$ cat config.mk
export PLATFORM = sky130hd
export DESIGN_NAME = iop_cpu_channel_dma
export DESIGN_NICKNAME = d
export VERILOG_FILES = /design/src/rtl/iop_chan_pkg.sv /design/src/rtl/parcel_buf.sv /design/src/rtl/iop_cpu_channel_dma.sv
export SDC_FILE = /design/constraint.sdc
export NUM_CORES = 1
export LEC_CHECK = 0
export BUFFER_PORTS_ARGS = -buffer_cell sky130_fd_sc_hd__buf_2
export CAP_MARGIN = 20
export CORE_MARGIN = 3
export CORE_UTILIZATION = 58
export CTS_CLUSTER_DIAMETER = 120
export DETAILED_ROUTE_END_ITERATION = 8
export PLACE_DENSITY_LB_ADDON = 0.12
export SLEW_MARGIN = 40
export SYNTH_ARGS = -nofsm -noshare
export SYNTH_HDL_FRONTEND = slang
export SYNTH_HIERARCHICAL = 1
export SYNTH_SLANG_ARGS = --single-unit
export TNS_END_PERCENT = 5
$ cat constraint.sdc
create_clock -name CLK_SYS -period 7.39 [get_ports CLK_SYS]
set_clock_uncertainty 0.15 [all_clocks]
set_input_delay 2.217 -clock CLK_SYS [delete_from_list [all_inputs] [get_ports CLK_SYS]]
set_output_delay 2.217 -clock CLK_SYS [all_outputs]
set_load 0.005 [all_outputs]
$ cat src/rtl/iop_chan_pkg.sv
// Constants, states and carriers for the processor channel block.
// Assumes a single 200 MHz system clock; no interface or bus of its own.
package iop_chan_pkg;

    localparam int PW    = 16;
    localparam int NGRP  = 4;
    localparam int NPIN  = 7;
    localparam int MEM_W = PW * 4;

    // Synchronised pin positions
    localparam int PIN_RDY  = 0;
    localparam int PIN_DISC = 1;
    localparam int PIN_RES  = 2;
    localparam int PIN_MNT  = 3;

    // Channel function codes
    localparam logic [3:0] FN_CLEAR   = 4'h0;
    localparam logic [3:0] FN_START   = 4'h1;
    localparam logic [3:0] FN_COUNT   = 4'h2;
    localparam logic [3:0] FN_CLR_ERR = 4'h3;
    localparam logic [3:0] FN_CTRL    = 4'h4;
    localparam logic [3:0] FN_IE_OFF  = 4'h6;
    localparam logic [3:0] FN_IE_ON   = 4'h7;
    localparam logic [3:0] FN_RD_ADDR = 4'h8;
    localparam logic [3:0] FN_RD_STAT = 4'h9;

    localparam logic [PW-1:0] ALIGN_MASK = 16'hFFFC;
    localparam logic [PW-1:0] BURST_STEP = 16'h0004;
    localparam logic [PW-1:0] CNT_ONE    = 16'h0001;
    localparam logic [2:0]    FILL_ONE   = 3'h1;
    localparam logic [2:0]    FILL_LAST  = 3'h3;
    localparam int            STAT_FLAG  = 15;
    localparam int            CTRL_LO    = 8;
    localparam int            EXT_WDISC  = 0;
    localparam int            EXT_HOLD   = 1;

    typedef enum logic [2:0] {
        IS_IDLE  = 3'b001,
        IS_RECV  = 3'b010,
        IS_STORE = 3'b100
    } ist_t;

    typedef enum logic [3:0] {
        OS_IDLE  = 4'b0001,
        OS_FETCH = 4'b0010,
        OS_SEND  = 4'b0100,
        OS_WAIT  = 4'b1000
    } ost_t;

    typedef struct packed {
        logic          valid;
        logic          sel;
        logic [3:0]    code;
        logic [PW-1:0] acc;
    } func_req_t;

    typedef struct packed {
        logic             req;
        logic             we;
        logic [PW-1:0]    addr;
        logic [MEM_W-1:0] wdata;
    } mem_cmd_t;

    typedef struct packed {
        logic [NPIN-1:0] sy1;
        logic [NPIN-1:0] sy2;
        logic [NPIN-1:0] sy3;
        logic [NPIN-1:0] lvl;
        ist_t            ist;
        ost_t            ost;
        logic            in_busy;
        logic            in_done;
        logic            in_ie;
        logic            rdy_wait;
        logic            in_last;
        logic [NGRP-1:0] perr;
        logic [PW-1:0]   in_addr;
        logic [PW-1:0]   in_cnt;
        logic [2:0]      in_fill;
        logic            out_busy;
        logic            out_done;
        logic            out_ie;
        logic            seq_err;
        logic [PW-1:0]   out_addr;
        logic [PW-1:0]   out_cnt;
        logic [2:0]      out_sent;
        logic [7:0]      ext;
        logic            co_rdy;
        logic            co_disc;
        logic [PW-1:0]   co_data;
        logic [NGRP-1:0] co_par;
        logic [PW-1:0]   rdata;
        logic            rvalid;
    } state_t;

    localparam state_t ST_RESET = '{ist: IS_IDLE, ost: OS_IDLE, default: '0};

endpackage

$ cat src/rtl/parcel_buf.sv
// Four-parcel burst store with registered read data.
// Assumes write and whole-word load never collide in one cycle.
`timescale 1ns/100ps
module parcel_buf #(
    parameter int PW = 16,
    parameter int N  = 4
) (
    input  wire logic                 clk,
    input  wire logic                 rst,
    input  wire logic                 en,
    input  wire logic                 wr,
    input  wire logic [$clog2(N)-1:0] widx,
    input  wire logic [PW-1:0]        wdata,
    input  wire logic                 ld,
    input  wire logic [N*PW-1:0]      ldata,
    output logic      [N*PW-1:0]      q
);
    logic [N-1:0][PW-1:0] mem_r;
    logic [N-1:0][PW-1:0] mem_nxt;

    always_comb
    begin
        mem_nxt = mem_r;
        if (ld)
            mem_nxt = ldata;
        if (wr)
            mem_nxt[widx] = wdata;
    end

    always_ff @(posedge clk or posedge rst)
    begin
        if (rst)
            mem_r <= '0;
        else if (en)
            mem_r <= mem_nxt;
    end

    assign q = mem_r;
endmodule

$ cat src/rtl/iop_cpu_channel_dma.sv
// Block-mode input and output channel halves between I/O memory and
// the central processor channel. Pins from the processor are asynchronous;
// the memory port and function port sit on CLK_SYS.
`timescale 1ns/100ps
module iop_cpu_channel_dma
    import iop_chan_pkg::*;
(
    input  wire logic               CLK_SYS,
    input  wire logic               RESET,
    input  wire logic               CLK_EN,
    input  wire func_req_t          FUNC_REQ,
    output logic      [PW-1:0]      FUNC_RDATA,
    output logic                    FUNC_RVALID,
    output logic                    IN_BUSY,
    output logic                    IN_DONE,
    output logic                    IN_IRQ,
    output logic                    OUT_BUSY,
    output logic                    OUT_DONE,
    output logic                    OUT_IRQ,
    output mem_cmd_t                MEM_CMD,
    input  wire logic               MEM_ACK,
    input  wire logic [MEM_W-1:0]   MEM_RDATA,
    input  wire logic [PW-1:0]      CI_DATA,
    input  wire logic [NGRP-1:0]    CI_PARITY,
    input  wire logic               CI_READY,
    input  wire logic               CI_DISC,
    output logic      [PW-1:0]      CO_DATA,
    output logic      [NGRP-1:0]    CO_PARITY,
    output logic                    CO_READY,
    output logic                    CO_DISC,
    input  wire logic               CO_RESUME,
    input  wire logic [NGRP-1:0]    MAINT_DATA,
    output logic      [7:0]         CO_CTRL
);
    state_t            s;
    state_t            nxt;
    logic [NPIN-1:0]   pins;
    logic [NPIN-1:0]   rise;
    logic [NPIN-1:0]   lvl_nxt;
    logic [NGRP-1:0]   bad;
    logic [NGRP-1:0]   send_par;
    logic [PW-1:0]     send_p;
    logic [MEM_W-1:0]  ibuf_q;
    logic [MEM_W-1:0]  obuf_q;
    logic              in_fn;
    logic              out_fn;
    logic              mem_in;
    logic              take;
    logic              rdy_set;
    logic              seq_set;
    logic              out_ld;

    assign pins = {MAINT_DATA, CO_RESUME, CI_DISC, CI_READY};
    assign send_p = obuf_q[s.out_sent[1:0]*PW +: PW];

    // Change counts once second and third stage agree
    for (genvar i = 0; i < NPIN; i++)
    begin : g_pin
        assign lvl_nxt[i] = (s.sy2[i] == s.sy3[i]) ? s.sy3[i] : s.lvl[i];
        assign rise[i]    = s.sy2[i] & s.sy3[i] & ~s.lvl[i];
    end

    // Odd parity per nibble, in and out
    for (genvar g = 0; g < NGRP; g++)
    begin : g_par
        assign bad[g]      = ~^{CI_DATA[g*4 +: 4], CI_PARITY[g]};
        assign send_par[g] = ~^send_p[g*4 +: 4];
    end

    parcel_buf #(
        .PW (PW),
        .N  (4)
    ) u_ibuf (
        .clk   (CLK_SYS),
        .rst   (RESET),
        .en    (CLK_EN),
        .wr    (take),
        .widx  (s.in_fill[1:0]),
        .wdata (CI_DATA),
        .ld    (1'b0),
        .ldata ('0),
        .q     (ibuf_q)
    );

    parcel_buf #(
        .PW (PW),
        .N  (4)
    ) u_obuf (
        .clk   (CLK_SYS),
        .rst   (RESET),
        .en    (CLK_EN),
        .wr    (1'b0),
        .widx  (2'h0),
        .wdata ('0),
        .ld    (out_ld),
        .ldata (MEM_RDATA),
        .q     (obuf_q)
    );

    always_comb
    begin
        nxt      = s;
        in_fn    = FUNC_REQ.valid & ~FUNC_REQ.sel;
        out_fn   = FUNC_REQ.valid & FUNC_REQ.sel;
        mem_in   = (s.ist == IS_STORE);
        take     = 1'b0;
        rdy_set  = 1'b0;
        seq_set  = 1'b0;
        out_ld   = 1'b0;
        nxt.sy1  = pins;
        nxt.sy2  = s.sy1;
        nxt.sy3  = s.sy2;
        nxt.lvl  = lvl_nxt;
        nxt.co_rdy  = 1'b0;
        nxt.co_disc = 1'b0;
        nxt.rvalid  = 1'b0;

        // Input half
        case (s.ist)
            IS_IDLE:
            begin
                rdy_set = rise[PIN_RDY];
            end
            IS_RECV:
            begin
                if (rise[PIN_DISC] || s.in_cnt == '0)
                begin
                    if (s.in_fill == '0)
                    begin
                        nxt.ist     = IS_IDLE;
                        nxt.in_busy = 1'b0;
                        nxt.in_done = 1'b1;
                    end
                    else
                    begin
                        nxt.ist     = IS_STORE;
                        nxt.in_last = 1'b1;
                    end
                end
                else if (rise[PIN_RDY] || s.rdy_wait)
                begin
                    take = 1'b1;
                end
            end
            IS_STORE:
            begin
                rdy_set = rise[PIN_RDY];
                if (MEM_ACK)
                begin
                    nxt.in_fill = '0;
                    if (s.in_last)
                    begin
                        nxt.in_addr = s.in_addr + {{(PW-3){1'b0}}, s.in_fill};
                        nxt.ist     = IS_IDLE;
                        nxt.in_busy = 1'b0;
                        nxt.in_done = 1'b1;
                    end
                    else
                    begin
                        nxt.in_addr = s.in_addr + BURST_STEP;
                        nxt.ist     = IS_RECV;
                    end
                end
            end
            default:
            begin
                nxt.ist = IS_IDLE;
            end
        endcase

        if (rdy_set)
            nxt.rdy_wait = 1'b1;
        if (take)
        begin
            nxt.rdy_wait = 1'b0;
            nxt.in_fill  = s.in_fill + FILL_ONE;
            nxt.in_cnt   = s.in_cnt - CNT_ONE;
            nxt.perr     = s.perr | bad;
            if (s.in_cnt == CNT_ONE || s.in_fill == FILL_LAST)
            begin
                nxt.ist     = IS_STORE;
                nxt.in_last = (s.in_cnt == CNT_ONE);
            end
        end

        if (in_fn)
        begin
            case (FUNC_REQ.code)
                FN_CLEAR:
                begin
                    nxt.ist     = IS_IDLE;
                    nxt.in_busy = 1'b0;
                    nxt.in_done = 1'b0;
                    nxt.in_fill = '0;
                    nxt.in_last = 1'b0;
                end
                FN_START:
                begin
                    nxt.in_addr = FUNC_REQ.acc & ALIGN_MASK;
                    nxt.ist     = IS_RECV;
                    nxt.in_busy = 1'b1;
                    nxt.in_done = 1'b0;
                    nxt.in_fill = '0;
                    nxt.in_last = 1'b0;
                end
                FN_COUNT:
                begin
                    nxt.in_cnt = FUNC_REQ.acc;
                end
                FN_CLR_ERR:
                begin
                    nxt.perr = take ? bad : '0;
                end
                FN_CTRL:
                begin
                    nxt.rdy_wait = rdy_set;
                end
                FN_IE_OFF:
                begin
                    nxt.in_ie = 1'b0;
                end
                FN_IE_ON:
                begin
                    nxt.in_ie = 1'b1;
                end
                FN_RD_ADDR:
                begin
                    nxt.rdata  = s.in_addr;
                    nxt.rvalid = 1'b1;
                end
                FN_RD_STAT:
                begin
                    nxt.rdata            = '0;
                    nxt.rdata[NGRP-1:0]  = s.perr;
                    nxt.rdata[STAT_FLAG] = s.rdy_wait;
                    nxt.rvalid           = 1'b1;
                end
                default:
                begin
                end
            endcase
        end

        // Output half
        seq_set = rise[PIN_RES] && (s.ost == OS_IDLE || s.ost == OS_FETCH);
        case (s.ost)
            OS_IDLE:
            begin
            end
            OS_FETCH:
            begin
                if (s.out_cnt == '0)
                begin
                    nxt.ost      = OS_IDLE;
                    nxt.out_busy = 1'b0;
                    nxt.out_done = 1'b1;
                    nxt.co_disc  = ~s.ext[EXT_HOLD];
                end
                else if (MEM_ACK && !mem_in)
                begin
                    out_ld  = 1'b1;
                    nxt.ost = OS_SEND;
                end
            end
            OS_SEND:
            begin
                nxt.co_data = send_p;
                nxt.co_par  = send_par;
                nxt.co_rdy  = 1'b1;
                nxt.ost     = OS_WAIT;
            end
            OS_WAIT:
            begin
                if (rise[PIN_RES])
                begin
                    nxt.out_sent = s.out_sent + FILL_ONE;
                    nxt.out_cnt  = s.out_cnt - CNT_ONE;
                    if (s.out_cnt == CNT_ONE)
                    begin
                        nxt.out_addr = s.out_addr + {{(PW-3){1'b0}}, nxt.out_sent};
                        nxt.out_sent = '0;
                        nxt.ost      = OS_IDLE;
                        nxt.out_busy = 1'b0;
                        nxt.out_done = 1'b1;
                        nxt.co_disc  = ~s.ext[EXT_HOLD];
                    end
                    else if (s.out_sent == FILL_LAST)
                    begin
                        nxt.out_addr = s.out_addr + BURST_STEP;
                        nxt.out_sent = '0;
                        nxt.ost      = OS_FETCH;
                    end
                    else
                    begin
                        nxt.ost = OS_SEND;
                    end
                end
            end
            default:
            begin
                nxt.ost = OS_IDLE;
            end
        endcase

        if (seq_set)
            nxt.seq_err = 1'b1;

        if (out_fn)
        begin
            case (FUNC_REQ.code)
                FN_CLEAR:
                begin
                    nxt.ost      = OS_IDLE;
                    nxt.out_busy = 1'b0;
                    nxt.out_done = 1'b0;
                    nxt.out_sent = '0;
                    nxt.co_disc  = 1'b0;
                end
                FN_START:
                begin
                    nxt.out_addr = FUNC_REQ.acc & ALIGN_MASK;
                    nxt.ost      = OS_FETCH;
                    nxt.out_busy = 1'b1;
                    nxt.out_done = 1'b0;
                    nxt.out_sent = '0;
                end
                FN_COUNT:
                begin
                    nxt.out_cnt = FUNC_REQ.acc;
                end
                FN_CLR_ERR:
                begin
                    nxt.seq_err = seq_set;
                end
                FN_CTRL:
                begin
                    nxt.ext = FUNC_REQ.acc[PW-1:CTRL_LO];
                    if (FUNC_REQ.acc[CTRL_LO + EXT_WDISC])
                        nxt.co_disc = 1'b1;
                end
                FN_IE_OFF:
                begin
                    nxt.out_ie = 1'b0;
                end
                FN_IE_ON:
                begin
                    nxt.out_ie = 1'b1;
                end
                FN_RD_ADDR:
                begin
                    nxt.rdata  = s.out_addr;
                    nxt.rvalid = 1'b1;
                end
                FN_RD_STAT:
                begin
                    nxt.rdata            = '0;
                    nxt.rdata[NGRP-1:0]  = s.lvl[PIN_MNT +: NGRP];
                    nxt.rdata[STAT_FLAG] = s.seq_err;
                    nxt.rvalid           = 1'b1;
                end
                default:
                begin
                end
            endcase
        end
    end

    always_ff @(posedge CLK_SYS or posedge RESET)
    begin
        if (RESET)
            s <= ST_RESET;
        else if (CLK_EN)
            s <= nxt;
    end

    assign FUNC_RDATA  = s.rdata;
    assign FUNC_RVALID = s.rvalid;
    assign IN_BUSY     = s.in_busy;
    assign IN_DONE     = s.in_done;
    assign IN_IRQ      = s.in_ie & s.in_done;
    assign OUT_BUSY    = s.out_busy;
    assign OUT_DONE    = s.out_done;
    assign OUT_IRQ     = s.out_ie & (s.out_done | s.seq_err);
    assign MEM_CMD.req   = mem_in | (s.ost == OS_FETCH);
    assign MEM_CMD.we    = mem_in;
    assign MEM_CMD.addr  = mem_in ? s.in_addr : s.out_addr;
    assign MEM_CMD.wdata = ibuf_q;
    assign CO_DATA     = s.co_data;
    assign CO_PARITY   = s.co_par;
    assign CO_READY    = s.co_rdy;
    assign CO_DISC     = s.co_disc;
    assign CO_CTRL     = s.ext;
endmodule

# After elaboration in Yosys (flattened, before gate mapping)
# Index checks and enable logic that the tools add are counted.
classes:
  n_eq_ne: 26
  muxes: 85
  order_cmp: 2
  reduce_logical: 36
  n_shift: 1
  addsub: 8
  n_bitwise: 18
ops:
  columns: ["op", "n"]
  rows:
  - ["16-bit 2-to-1 mux", 11]
  - ["35-bit 2-to-1 mux", 2]
  - ["17-bit case mux with 2 select lines", 2]
  - ["64-bit bitwise mux", 1]
  - ["64-bit by 7-bit indexed part select with 16-bit output", 1]
  - ["47-bit 2-to-1 mux", 1]
  - ["44-bit 2-to-1 mux", 1]
  - ["3-bit 2-to-1 mux", 14]
  - ["17-bit 2-to-1 mux", 2]
  - ["16-bit by 3-bit adder with 16-bit output", 2]
  - ["16-bit by 3-bit adder with 16-bit output, second input constant", 2]
  - ["16-bit demux with 2-bit select", 1]
  - ["16-bit by 1-bit == test with 1-bit output, second input constant", 2]
  - ["16-bit zero test", 2]
  - ["16-bit by 1-bit subtractor with 16-bit output, second input constant", 2]
  - ["4-bit 2-to-1 mux", 6]
  - ["1-bit 2-to-1 mux", 22]
  - ["2-bit AND reduction", 10]
  - ["5-bit XNOR reduction", 4]
  - ["19-bit 2-to-1 mux", 1]
  - ["4-bit by 3-bit == test with 1-bit output, second input constant", 4]
  - ["2-bit 2-to-1 mux", 8]
  - ["2-bit case mux with 2 select lines", 4]
  - ["4-bit case mux with 4 select lines", 1]
  - ["other kinds (29)", 70]
word_totals:
  output_inout_bits: 135
  elab_cells: 219
  inputBits: 117
  ff_bits: 293

# Depth between registers and ports, before layout
# Gate-level depths: netlist of run 1.
logic_depth:
  word_depth: 9
  ltp_mapped: 12
  ltp_nobuf: 9

# By module
# The synthesis of run 1 kept the hierarchy.
modules_own_cells:
  columns: ["mod", "cells_per_inst", "instances", "area_each_um2", "seq_area_each_um2"]
  rows:
  - ["iop_cpu_channel_dma", 1133, 1, 10769.1, 4131.5]
  - ["parcel_buf", 246, 2, 3010.4, 1601.5]

# Worst setup path after synthesis of run 1
# OpenSTA, ideal clock, no wires.
synth_path:
  kind: "input to register"
  startpoint: "input FUNC_REQ[19] (netlist bit)"
  endpoint: "register s[70] (netlist bit)"
  slack_ns: 3.185
  arrival_time_ns: 3.913
  t_required_ns: 7.098
  n_path_buf: 2
  setup_ns: 0.142
  stages: 7
  path_cell_list: "clkbuf_1 > or4b_2 > nor2_1 > clkbuf_1 > nor2_1 > nand4_1 > o2111ai_1"
synth_via:
  elab_chain_len: 3
synth_lines:
  columns: ["element", "line_no", "source"]
  rows:
  - ["from (decl)", "iop_cpu_channel_dma.sv:11", "input wire func_req_t FUNC_REQ,"]
  - ["4-bit by 1-bit == test with 1-bit output", "iop_cpu_channel_dma.sv:310", "case (FUNC_REQ.code)"]
  - ["16-bit 2-to-1 mux", "iop_cpu_channel_dma.sv:310", null]
  - ["47-bit 2-to-1 mux", "iop_cpu_channel_dma.sv:308", "if (out_fn)"]
  - ["to (signal assigned)", "iop_cpu_channel_dma.sv:373", "s <= nxt;"]
  - ["to (decl)", "iop_cpu_channel_dma.sv:35", "state_t s;"]
# No other way between the ends.
# A chain may end at the register's enable or synchronous reset.

==> results by group, run 1 <==
Die
  • Die W: 176 µm
  • Core area: about 28000 µm²
  • DIE AREA: 31000 µm²
  • Row count: around 60
  • Chip height: 176 µm
  • I/O pin count: 252
  • Initial Util: 59.6%

Yosys
  • Synth top cells by count: dfrtp_1, and3_1, a221o_1
  • Number of synthesized flops with an enable pin: 0
  • Area share of the largest cell type after synthesis: 43.4%
  • Synth Area in Compound Gates: 19.7%
  • Syn. warnings: 6
  • Post-synthesis xor/xnor area fraction: between 1.5 and 2%
  • Seq cells post-synth: 293
  • Mux cell area share after synthesis: 7.99%
  • Synthesized area per cell: around 10 µm²
  • Most common cell in the netlist: dfrtp_1
  • Synthesized area: 16800 µm²
  • Distinct cells, synth: 90
  • Synth area leaders: dfrtp_1, a221o_1, and3_1
  • Simple-Gate Fraction of Synth Area: between 15 and 20%
  • Combinational family with the most area after synthesis: compound AO/OA/AOI/OAI gates
  • Gate Count Post-Synth: 1625
  • Synth Flop Type: dfrtp_1
  • Fraction of registers with async set/reset: 100%
  • Cell taking the most area after synthesis: dfrtp_1
  • Synth Area in Adders: 1.95%
  • Register area share after synthesis: around 44%

Clock tree
  • CTS Hold Buffers Added: 0
  • CTS clock-pin slew for the worst setup and hold paths: around 0.06 ns
  • Clk buf depth: 3
  • CTS buffer count: 35
  • CTS tree: done
  • Clk sinks: 293
  • Htree depth: 2
  • Post-CTS setup buffers: 0
  • Root buffer cell: clkbuf_16
  • Clock Latency Late Sink: 0.51 ns
  • Post-CTS sizing: 0

Place
  • Post-DP Area: 18200 µm²
  • IO buf count: 251
  • Routability cong.: 0.929
  • Final HPWL from detailed placement: 33.7 mm

Routing
  • Post-route ant nets: 0
  • Total number of vias: 14.6k
  • Drt drc: 0
  • DRT Pass-1 Iters: 7
  • Drt wl/cell: 21.9 µm
  • Post-DR vias/cell: about 6.4
  • Iteration-0 DRC Markers: around 1.5k
  • DRT Wirelength: 49.8 mm

Power and ir drop
  • Clock share of power: between 30% and 40%
  • Psw: 0.00132 W
  • Leak: ~9.3 nW
  • Pwr/cell area: 242 nW/µm²
  • Flop pwr share: 44.1%
  • Sw Ratio: between 20% and 30%
  • Int Power: roughly 0.0034 W
  • Peak VDD IR: 157 µV
  • Gate power share: 18.3%

Setup path
  • Crit path kind: reg2out
  • CP endpoint kind: primary output
  • Critical Path Source Type: register
  • CP required: 5.02 ns
  • Crit Path Max Fanout: 21
  • CP arrival: between 2 and 3 ns

STA
  • Final min period: 5.20 ns
  • Unrepaired setup endpoints after global routing: no
  • Setup violators final: 0
  • Slew Limit Fails: 65
  • Worst-Margin Slew: 1.87 ns
  • Final worst-path cycle share: between 70% and 80%
  • Fin. Hold Viols: 0
  • FMAX: 192 MHz
  • Worst slew margin: -24.9%
  • Post-Route Setup TNS: 0 ns

Global route
  • Total gr overflow: 0
  • Antenna violations before repair: 2
  • Largest net degree at the start of global routing: 90
  • First-pass GRT wire length: ~78 mm
  • Vias in the first global route: 14.0k
  • Aggregate global-route resource usage: 31.3%

Min path
  • Worst hold path class: reg2reg

Run status
  • Violated checks: slew limit
  • Outcome: finished with violations

Layout
  • Fraction of layout instances using a drive strength above 1: 24.2%
  • Syn-to-layout area delta: 15.6%
  • NumNets Final: just over 2k
  • Final Cell Area: 19400 µm²

Job
  • Total of max-cap violations: 0
## cell usage in the layout, fill, tap and decap left out, types with 18 or more instances in the layout
cell / synthesis / final
and2_1: 44 / 43
ha_1: 23 / 23
o21ai_0: 68 / 68
a221o_1: 128 / 128
mux4_2: 21 / 21
nand2_1: 100 / 99
mux2_2: 61 / 61
nor3_1: 25 / 25
dfrtp_1: 291 / 290
nor2_1: 52 / 51
and3_1: 143 / 143
a21oi_1: 50 / 50
nand3_1: 33 / 30
buf_2: 28 / 250
conb_1: 1 / 109
nand4_1: 19 / 19
clkbuf_16: 0 / 36
nor2b_1: 18 / 18
xnor2_1: 28 / 28
inv_1: 47 / 44
o31ai_1: 19 / 19
nand2b_1: 20 / 20
## layout make-up
| type | count | area, µm² |
|---|---|---|
| clock buffers | 52 | 1040 |
| well taps | 378 | 473 |
| inverters | 48 | 185 |
| fillers | 2172 | 8750 |
| multi-input cells | 1225 | 8830 |
| flip-flops and latches | 293 | 7340 |
| repair buffers | 266 | 1400 |
| clock inverters | 12 | 153 |
| diodes | 1 | 2.50 |
## cell families (layout without fill, tap and decap cells)
kind of cell	after synthesis	in the layout
AOI/OAI and AO/OA	418	418
DFF	293	293
muxes	100	100
other	1	110
adders and majority gates	25	25
xor gates and xnor gates	35	35
buffers and inverters	215	378
and+or+nand+nor	538	538
## worst paths after layout
path                                            start                          to  slack (ns)  cells after the start
min                        FUNC_RDATA[13]$_DFFE_PP0P_  FUNC_RDATA[13]$_DFFE_PP0P_        0.32                      2
min in group asynchronous                       RESET           s[98]$_DFFE_PP0P_        1.71                      2
max reg2reg                        s[134]$_DFFE_PP1P_    u_obuf/q[22]$_DFFE_PP0P_        3.52                      8
max                                s[134]$_DFFE_PP1P_                 MEM_CMD[79]        2.19                      4
max in group asynchronous                       RESET        nxt[149]$_DFFE_PP0P_        4.21                      3
min reg2reg                FUNC_RDATA[13]$_DFFE_PP0P_  FUNC_RDATA[13]$_DFFE_PP0P_        0.32                      2
## state kept, by name, summed over array words and instances, names as in the netlist, 4 cells and up
signal and flops:
FUNC_RDATA 16, CO_PARITY 4, CO_DATA 16, nxt 14
s 100, u_obuf/q 64, CO_CTRL 8, u_ibuf/q 64
## power groups by stage
stage | sequential, W | clock, W | combinational, W
4_1_cts | 0.00206 | 0.00178 | 0.000850
3_3_place_gp | 0.00207 | 0 | 0.000817
6_report | 0.00207 | 0.00176 | 0.000858
3_5_place_dp | 0.00208 | 0 | 0.000843
2_1_floorplan | 0.00201 | 0 | 0.000635
5_1_grt | 0.00209 | 0.00185 | 0.000948
## metal layers
| metal | track usage, % | wire (µm) | share of wire, % |
|---|---|---|---|
| met1 | 43.2 | 20100 | 40 |
| met2 | 50.6 | 23400 | 47 |
| met3 | 5.23 | 4470 | 9.0 |
| met4 | 10.9 | 1850 | 3.7 |
| met5 | 0 | 0 | 0 |
## metrics by stage
step | cells | util (%) | worst slack [ns] | hold WS, ns | total power, W
4_1_cts | 2273 | 68.8 | 2.26 | 0.329 | 0.00469
2_1_floorplan | 1733 | - | 0.565 | 0.295 | 0.00264
3_5_place_dp | 2209 | 64.5 | 2.64 | 0.317 | 0.00292
6_report | 2275 | 68.9 | 2.19 | 0.322 | 0.00469
3_3_place_gp | 2209 | 64.4 | 2.58 | 0.306 | 0.00289
5_1_grt | 2274 | 68.9 | 2.05 | 0.352 | 0.00489
## worst max-delay path, cell delays in order (launching register included)
cell	delay, ns
dfstp_2	0.59
or3b_1	0.58
inv_1	0.53
o21ai_0	0.45
buf_2	0.18
Note: power is estimated with default switching activity, not from simulation.
==> inputs of run 2 (changes only) <==
--- a/config.mk
+++ b/config.mk
@@ -5,10 +5,11 @@
 export SDC_FILE = /design/constraint.sdc
 export NUM_CORES = 1
 export LEC_CHECK = 0
+export ABC_AREA = 1
 export BUFFER_PORTS_ARGS = -buffer_cell sky130_fd_sc_hd__buf_2
 export CAP_MARGIN = 20
 export CORE_MARGIN = 3
-export CORE_UTILIZATION = 58
+export CORE_UTILIZATION = 59
 export CTS_CLUSTER_DIAMETER = 120
 export DETAILED_ROUTE_END_ITERATION = 8
 export PLACE_DENSITY_LB_ADDON = 0.12
==> constraint.sdc (replaced) <==
create_clock -name CLK_SYS -period 5.2 [get_ports CLK_SYS]
set_clock_uncertainty 0.15 [all_clocks]
set_input_delay 1.56 -clock CLK_SYS [delete_from_list [all_inputs] [get_ports CLK_SYS]]
set_output_delay 1.56 -clock CLK_SYS [all_outputs]
set_load 0.005 [all_outputs]
==> run 2 against run 1 <==
Compared with the run above: the flow now finishes without violations; die area rose by 8.5%; sequential share of layout area fell by 3.2 points; critical path depth is 1 higher; worst hold slack improved by 0.00096 ns; clock power grew 41%; synthesized cell count grew 68%; cell area increased by 9.2%; clock-buffer cell count stayed put; core utilization down 0.14 points; via count is 34% higher; synthesized area rose by 11%; register-to-register slack worse by 1.4 ns.
==> results by group, run 2 <==
Yosys
  • Syn. warnings: 6 (unchanged)
  • Synth Area in Adders: 1.76% (-0.19 points)
  • Synthesized area per cell: 6.79 µm² (-34%)
  • Seq cells post-synth: 293 (unchanged)
  • Post-synthesis xor/xnor area fraction: 1.93% (+0.11 points)
  • Synth Flop Type: dfrtp_1
  • Simple-Gate Fraction of Synth Area: 39.3% (+21 points)
  • Cell taking the most area after synthesis: dfrtp_1
  • Distinct cells, synth: 57 (-37%)
  • Synth Area in Compound Gates: 7.96% (-12 points)
  • Register area share after synthesis: 39.5% (-4.2 points)
  • Area share of the largest cell type after synthesis: 39.2% (-4.2 points)
  • Fraction of registers with async set/reset: 100% (unchanged)
  • Mux cell area share after synthesis: 0.296% (-7.7 points)
  • Gate Count Post-Synth: 2738 (+68%)
  • Synth area leaders: dfrtp_1, nand2_1, nand3_1
  • Most common cell in the netlist: nand2_1
  • Combinational family with the most area after synthesis: simple AND/OR/NAND/NOR gates
  • Synth top cells by count: nand2_1, nand3_1, dfrtp_1
  • Number of synthesized flops with an enable pin: 0 (unchanged)
  • Synthesized area: 18600 µm² (+11%)

Routing
  • Drt wl/cell: 17.8 µm (-19%)
  • Iteration-0 DRC Markers: 2311 (+49%)
  • Total number of vias: 19.6k (+34%)
  • DRT Pass-1 Iters: 6 (-1)
  • Post-DR vias/cell: 5.77 (-10%)
  • DRT Wirelength: 60.4 mm (+21%)
  • Post-route ant nets: 0 (unchanged)
  • Drt drc: 0 (unchanged)

STA
  • Worst slew margin: 43.9% (+69 points)
  • Setup violators final: 0 (unchanged)
  • Worst-Margin Slew: 0.839 ns (-1.03 ns)
  • Unrepaired setup endpoints after global routing: no
  • FMAX: 249 MHz
  • Slew Limit Fails: 0 (-100%)
  • Final worst-path cycle share: 77.1%
  • Worst hold margin: 0.323 ns (+0.000956 ns)
  • Final min period: 4.01 ns
  • Fin. Hold Viols: 0 (unchanged)
  • Setup WS post-layout: 1.19 ns (-1.00 ns)
  • Post-Route Setup TNS: 0 ns (unchanged)

Layout
  • FILL cells: 2721 (+25%)
  • NumNets Final: 3119 (+55%)
  • Finished Layout Cells: 3396 (+49%)
  • Most flops, register: s
  • Core Util, Final: 68.8% (-0.14 points)
  • Max reg flops: 100 (unchanged)
  • Commonest non-fill, non-tap cells in the layout: nand2_1, nand3_1, dfrtp_1, buf_2, inv_1
  • Syn-to-layout area delta: 14.1%
  • Fraction of layout instances using a drive strength above 1: 13.1% (-11 points)
  • Commonest non-fill, non-tap cell in the layout: nand2_1

Global route
  • Met2 Use GR: 54.3% (+3.7 points)
  • Largest net degree at the start of global routing: 118 (+31%)
  • Total gr overflow: 0 (unchanged)
  • Aggregate global-route resource usage: 35.1% (+3.8 points)
  • First-pass GRT wire length: 95.9 mm (+23%)
  • M1 GR Usage: 49.2% (+5.9 points)
  • Vias in the first global route: 18.1k (+29%)
  • GRT busiest layer: met2
  • Antenna violations before repair: 3 (+1)
  • Met3 usage: 7.14% (+1.9 points)

Setup path
  • Reg2reg path depth: 12 (+4)
  • Buf/Inv on CP: 3 (+1)
  • Crit path from: s[135]$_DFFE_PP0P_
  • Critical Path Stages: 5 (+1)
  • CP required: 3.49 ns (-1.53 ns)
  • Slowest-stage cell, CP: nor3_4
  • R2r setup slk: 2.13 ns (-1.39 ns)
  • CP endpoint kind: primary output
  • Worst reg2reg path endpoint: u_ibuf/q[12]$_DFFE_PP0P_
  • Crit Path Max Fanout: 23 (+9.5%)
  • CP top delay family: simple AND/OR/NAND/NOR gates
  • Critical Path Source Type: register
  • Slowest stage delay, CP: 0.55 ns (-0.04 ns)
  • CP arrival: 2.30 ns (-0.53 ns)
  • Crit path to: MEM_CMD[81]
  • Critical-path cell list: nor3_4, buf_4, inv_1, nand2_1, buf_2
  • Worst r2r src: s[89]$_DFFE_PP0P_
  • Crit path kind: reg2out

Die
  • Row count: 64 (+4.9%)
  • Die W: 183 µm (+4.2%)
  • Core area: 30800 µm² (+9.5%)
  • Chip height: 183 µm (+4.2%)
  • DIE AREA: 33700 µm² (+8.5%)
  • I/O pin count: 252 (unchanged)
  • Initial Util: 60.3% (+0.67 points)

Place
  • Routability cong.: 0.984 (+5.9%)
  • Pre-CTS setup slack: 1.49 ns (-1.15 ns)
  • Final HPWL from detailed placement: 42.4 mm (+26%)
  • DP Cell Count: 3335 (+51%)
  • IO buf count: 251 (unchanged)

Clock tree
  • Post-CTS setup buffers: 0 (unchanged)
  • CTS clock-pin slew for the worst setup and hold paths: 0.06 ns (about the same)
  • Htree depth: 2 (unchanged)
  • Clk buf depth: 3 (unchanged)
  • Clock Latency Late Sink: 0.52 ns (about the same)
  • Post-CTS sizing: 0 (unchanged)
  • Clk sinks: 293 (unchanged)
  • CTS tree: done
  • CTS Hold Buffers Added: 0 (unchanged)
  • CTS buffer count: 35 (unchanged)
  • Root buffer cell: clkbuf_16

Min path
  • Hold path cells: 2 (unchanged)
  • Worst hold path class: reg2reg

Run status
  • Outcome: complete, no violations

Power and ir drop
  • Peak VDD IR: 231 µV (+47%)
  • Pwr/cell area: 356 nW/µm² (+47%)
  • Leak: 11.1 nW (+19%)

Job
  • Total of max-cap violations: 0 (unchanged)
-- run 2: kinds of logic (layout without fill, tap and decap cells) --
group | count (synthesis) | in the layout
simple gates | 1722 | 1722
buf+inv | 383 | 534
flops | 293 | 293
compound gates | 268 | 268
xor+xnor | 41 | 41
fa+ha+maj | 25 | 25
mux | 5 | 5
other cells | 1 | 112
-- run 2: per-layer routing --
layer,wire length [µm],vias to the layer above
met3,6500,146
li1,-,9140
met4,2520,4
met1,24300,9211
met5,21,-
met2,27100,1091
-- run 2: worst min-delay path by stage --
stage	start	slack [ns]	to
after floorplan	nxt[156]$_DFFE_PP0P_	0.29	nxt[156]$_DFFE_PP0P_
after global placement	CO_DATA[8]$_DFFE_PP0P_	0.30	CO_DATA[8]$_DFFE_PP0P_
after detailed placement	CO_DATA[8]$_DFFE_PP0P_	0.31	CO_DATA[8]$_DFFE_PP0P_
after CTS	CO_DATA[8]$_DFFE_PP0P_	0.32	CO_DATA[8]$_DFFE_PP0P_
after global routing	CO_DATA[8]$_DFFE_PP0P_	0.35	CO_DATA[8]$_DFFE_PP0P_
final	CO_DATA[8]$_DFFE_PP0P_	0.32	CO_DATA[8]$_DFFE_PP0P_
-- run 2: final cells by class --
cell class / instances / area, µm² / area share (%)
Multi-Input combinational cell: 2172 / 9970 / 47.0
Sequential cell: 293 / 7340 / 34.6
Timing Repair Buffer: 268 / 1460 / 6.87
Clock buffer: 52 / 1080 / 5.10
Inverter: 207 / 797 / 3.76
Tap cell: 396 / 495 / 2.34
Clock inverter: 7 / 63.8 / 0.301
Antenna cell: 1 / 2.50 / 0.0118
-- run 2: power breakdown --
part / switching, W / leakage [nW] / internal (W)
Clock: 0.000992 / 0.572 / 0.00148
Sequential: 0.000427 / 3.67 / 0.00272
Combinational: 0.00121 / 6.86 / 0.000710
-- run 2: through the flow --
step           power [W]  cell area [µm²]
2_1_floorplan    0.00443            19000
3_3_place_gp     0.00495            20000
3_5_place_dp     0.00503            20000
4_1_cts          0.00750            21200
5_1_grt          0.00794            21200
6_report         0.00754            21200
-- run 2: worst register-to-register path, cell delays in order (launching register included) --
cell and delay, ns:
dfrtp_1 0.38, inv_1 0.11, ha_1 0.25, nand2_2 0.14, nor2_2 0.08, nand2_1 0.14, nand3_4 0.27, inv_4 0.33
inv_1 0.12, nor2_4 0.56, nand3_1 0.23, nand3_1 0.14, nand2_1 0.07
==> inputs of run 3 (changes only) <==
--- a/config.mk
+++ b/config.mk
@@ -5,11 +5,11 @@
 export SDC_FILE = /design/constraint.sdc
 export NUM_CORES = 1
 export LEC_CHECK = 0
-export ABC_AREA = 1
+export ABC_AREA = 0
 export BUFFER_PORTS_ARGS = -buffer_cell sky130_fd_sc_hd__buf_2
 export CAP_MARGIN = 20
 export CORE_MARGIN = 3
-export CORE_UTILIZATION = 59
+export CORE_UTILIZATION = 58
 export CTS_CLUSTER_DIAMETER = 120
 export DETAILED_ROUTE_END_ITERATION = 8
 export PLACE_DENSITY_LB_ADDON = 0.12
==> constraint.sdc (replaced) <==
create_clock -name CLK_SYS -period 3.7 [get_ports CLK_SYS]
set_clock_uncertainty 0.15 [all_clocks]
set_input_delay 1.11 -clock CLK_SYS [delete_from_list [all_inputs] [get_ports CLK_SYS]]
set_output_delay 1.11 -clock CLK_SYS [all_outputs]
set_load 0.005 [all_outputs]
==> run 3 against run 2 <==
Compared with the run above: the run now ends with slew limit left; global-route usage down 3.7 points; sequential power up 32%; critical endpoint is now MEM_CMD[66]; worst hold slack better by 0.0041 ns; sequential share of layout area up 3.0 points; flip-flop and latch count unchanged; core utilization up 0.42 points; register-to-register slack worse by 1.8 ns; first-iteration DRC count down 39%; wire length down 17%; critical path depth down 1.
==> results by group, run 3 (synthesized netlist as in run 1, its figures left out) <==
Clock tree
  • CTS buffer count: 34 (-2.9%)
  • Post-CTS setup buffers: 0 (unchanged)
  • Clk sinks: 293 (unchanged)
  • CTS clock-pin slew for the worst setup and hold paths: 0.06 ns (about the same)
  • CTS tree: done
  • Clk buf depth: 3 (unchanged)
  • Root buffer cell: clkbuf_16
  • Htree depth: 2 (unchanged)
  • CTS Hold Buffers Added: 0 (unchanged)
  • Post-CTS sizing: 0 (unchanged)
  • Clock Latency Late Sink: 0.51 ns (about the same)

Layout
  • Most flops, register: s
  • Commonest non-fill, non-tap cell in the layout: dfrtp_1
  • Max reg flops: 100 (unchanged)
  • Ant. Diodes: 0 (-1)
  • Fraction of layout instances using a drive strength above 1: 25.0% (+12 points)
  • Core Util, Final: 69.2% (+0.42 points)
  • Final Cell Area: 19500 µm² (-8.1%)
  • NumNets Final: 2045 (-34%)
  • Syn-to-layout area delta: 16.1%
  • Commonest non-fill, non-tap cells in the layout: dfrtp_1, buf_2, and3_1, a221o_1, conb_1
  • FILL cells: 2242 (-18%)

Die
  • Die W: 176 µm (-4.0%)
  • Row count: 61 (-4.7%)
  • I/O pin count: 252 (unchanged)
  • Chip height: 176 µm (-4.0%)
  • DIE AREA: 31000 µm² (-7.9%)
  • Core area: 28200 µm² (-8.6%)
  • Initial Util: 59.6% (-0.67 points)

Setup path
  • Buf/Inv on CP: 2 (-1)
  • CP arrival: 2.27 ns (-0.03 ns)
  • CP endpoint kind: primary output
  • Crit path kind: reg2out
  • Critical-path cell list: or3b_1, clkinvlp_4, o21ai_0, buf_2
  • Slowest stage delay, CP: 0.59 ns (+0.04 ns)
  • Crit Path Max Fanout: 21 (-8.7%)
  • Slowest-stage cell, CP: dfstp_2
  • CP required: 2.44 ns (-1.05 ns)
  • CP top delay family: flip-flops
  • Critical Path Source Type: register

STA
  • Setup violators final: 0 (unchanged)
  • Fin. Hold Viols: 0 (unchanged)
  • Setup WS post-layout: 0.170 ns (-1.02 ns)
  • Worst slew margin: -20.4% (-64 points)
  • Final worst-path cycle share: 95.4%
  • Post-Route Setup TNS: 0 ns (unchanged)
  • Final min period: between 3 and 4 ns
  • Unrepaired setup endpoints after global routing: no
  • Slew Limit Fails: 65 (+65)
  • FMAX: 283 MHz
  • Worst-Margin Slew: 1.81 ns (+0.967 ns)

Routing
  • Total number of vias: 14.7k (-25%)
  • Post-DR vias/cell: 6.37 (+10%)
  • Iteration-0 DRC Markers: 1406 (-39%)
  • DRT Pass-1 Iters: 6 (unchanged)
  • Drt wl/cell: 21.7 µm (+22%)
  • Post-route ant nets: 0 (unchanged)
  • DRT Wirelength: 50.0 mm (-17%)
  • Drt drc: 0 (unchanged)

Power and ir drop
  • Leak: 9.42 nW (-15%)
  • Pwr/cell area: 464 nW/µm² (+31%)
  • Peak VDD IR: 277 µV (+20%)

Place
  • Post-DP Area: 18400 µm² (-8.0%)
  • Pre-CTS setup slack: 0.377 ns (-1.11 ns)
  • IO buf count: 251 (unchanged)
  • Final HPWL from detailed placement: 35.5 mm (-16%)
  • Routability cong.: 0.968 (-1.6%)

Global route
  • Antenna violations before repair: 0 (-3)
  • First-pass GRT wire length: 77.9 mm (-19%)
  • Vias in the first global route: 14.1k (-22%)
  • Aggregate global-route resource usage: 31.4% (-3.7 points)
  • Total gr overflow: 0 (unchanged)
  • Largest net degree at the start of global routing: 90 (-24%)

Job
  • Total of max-cap violations: 0 (unchanged)

Run status
  • Outcome: finished with violations
  • Violated checks: slew limit

Min path
  • Worst hold path class: reg2reg
## run 3: cell count changes in the layout (fill, tap and decap cells not counted), moves of 58 or more
| cell | delta |
|---|---|
| nor2_1 | -116 |
| inv_1 | -138 |
| and3_1 | +143 |
| a221o_1 | +128 |
| o21ai_0 | -89 |
| nand3_1 | -388 |
| nand2_1 | -946 |
| mux2_2 | +58 |
## run 3: worst register-to-register path: stages (launching register included)
cell	delay, ns
dfrtp_1	0.51
or3b_1	0.46
a211oi_2	0.26
or2b_4	0.33
inv_2	0.13
nor3b_4	0.70
o21ai_2	0.08
buf_4	0.23
a221o_1	0.37
## run 3: metrics by stage
| step | power, W | hold slack, ns | std cells |
|---|---|---|---|
| after global routing | 0.00945 | 0.356 | 2303 |
| after CTS | 0.00907 | 0.328 | 2303 |
| after floorplan | 0.00528 | 0.295 | 1733 |
| final | 0.00905 | 0.327 | 2303 |
| after detailed placement | 0.00587 | 0.313 | 2245 |
| after global placement | 0.00579 | 0.306 | 2245 |
## run 3: cell type report
class | count | area, µm² | share of cell area, %
clock inverters | 11 | 111 | 0.571
well taps | 378 | 473 | 2.43
inverters | 48 | 188 | 0.963
flip-flops and latches | 293 | 7330 | 37.6
multi-input cells | 1225 | 8790 | 45.1
clock buffers | 47 | 940 | 4.82
repair buffers | 301 | 1650 | 8.49
## run 3: worst paths after layout
check / cells past startpoint / slack [ns] / start / end
worst min register to register: 2 / 0.33 / CO_PARITY[1]$_DFFE_PP0P_ / CO_PARITY[1]$_DFFE_PP0P_
worst max register to register: 8 / 0.38 / s[135]$_DFFE_PP0P_ / u_ibuf/q[15]$_DFFE_PP0P_
min in group asynchronous: 2 / 0.54 / RESET / u_obuf/q[27]$_DFFE_PP0P_
worst max-delay path: 4 / 0.17 / s[134]$_DFFE_PP1P_ / MEM_CMD[66]
worst min-delay path: 2 / 0.33 / CO_PARITY[1]$_DFFE_PP0P_ / CO_PARITY[1]$_DFFE_PP0P_
max in group asynchronous: 3 / 2.20 / RESET / u_obuf/q[49]$_DFFE_PP0P_
## run 3: per-layer routing
| metal | vias up | GRT usage [%] | wire length (µm) | share of wire, % |
|---|---|---|---|---|
| met5 | - | 0 | 0 | 0 |
| met4 | 0 | 12.4 | 2020 | 4.0 |
| met3 | 125 | 5.42 | 3960 | 7.9 |
| met2 | 717 | 50.7 | 23500 | 47 |
| met1 | 7200 | 42.6 | 20600 | 41 |
| li1 | 6617 | - | - | - |
## run 3: report_power, final
part | leakage, nW | switching [W] | total [W] | internal [W]
logic | 5.27 | 0.000837 | 0.00172 | 0.000885
clock network | 0.514 | 0.00134 | 0.00321 | 0.00186
registers | 3.63 | 0.000427 | 0.00413 | 0.00370
total | 9.42 | 0.00261 | 0.00905 | 0.00644
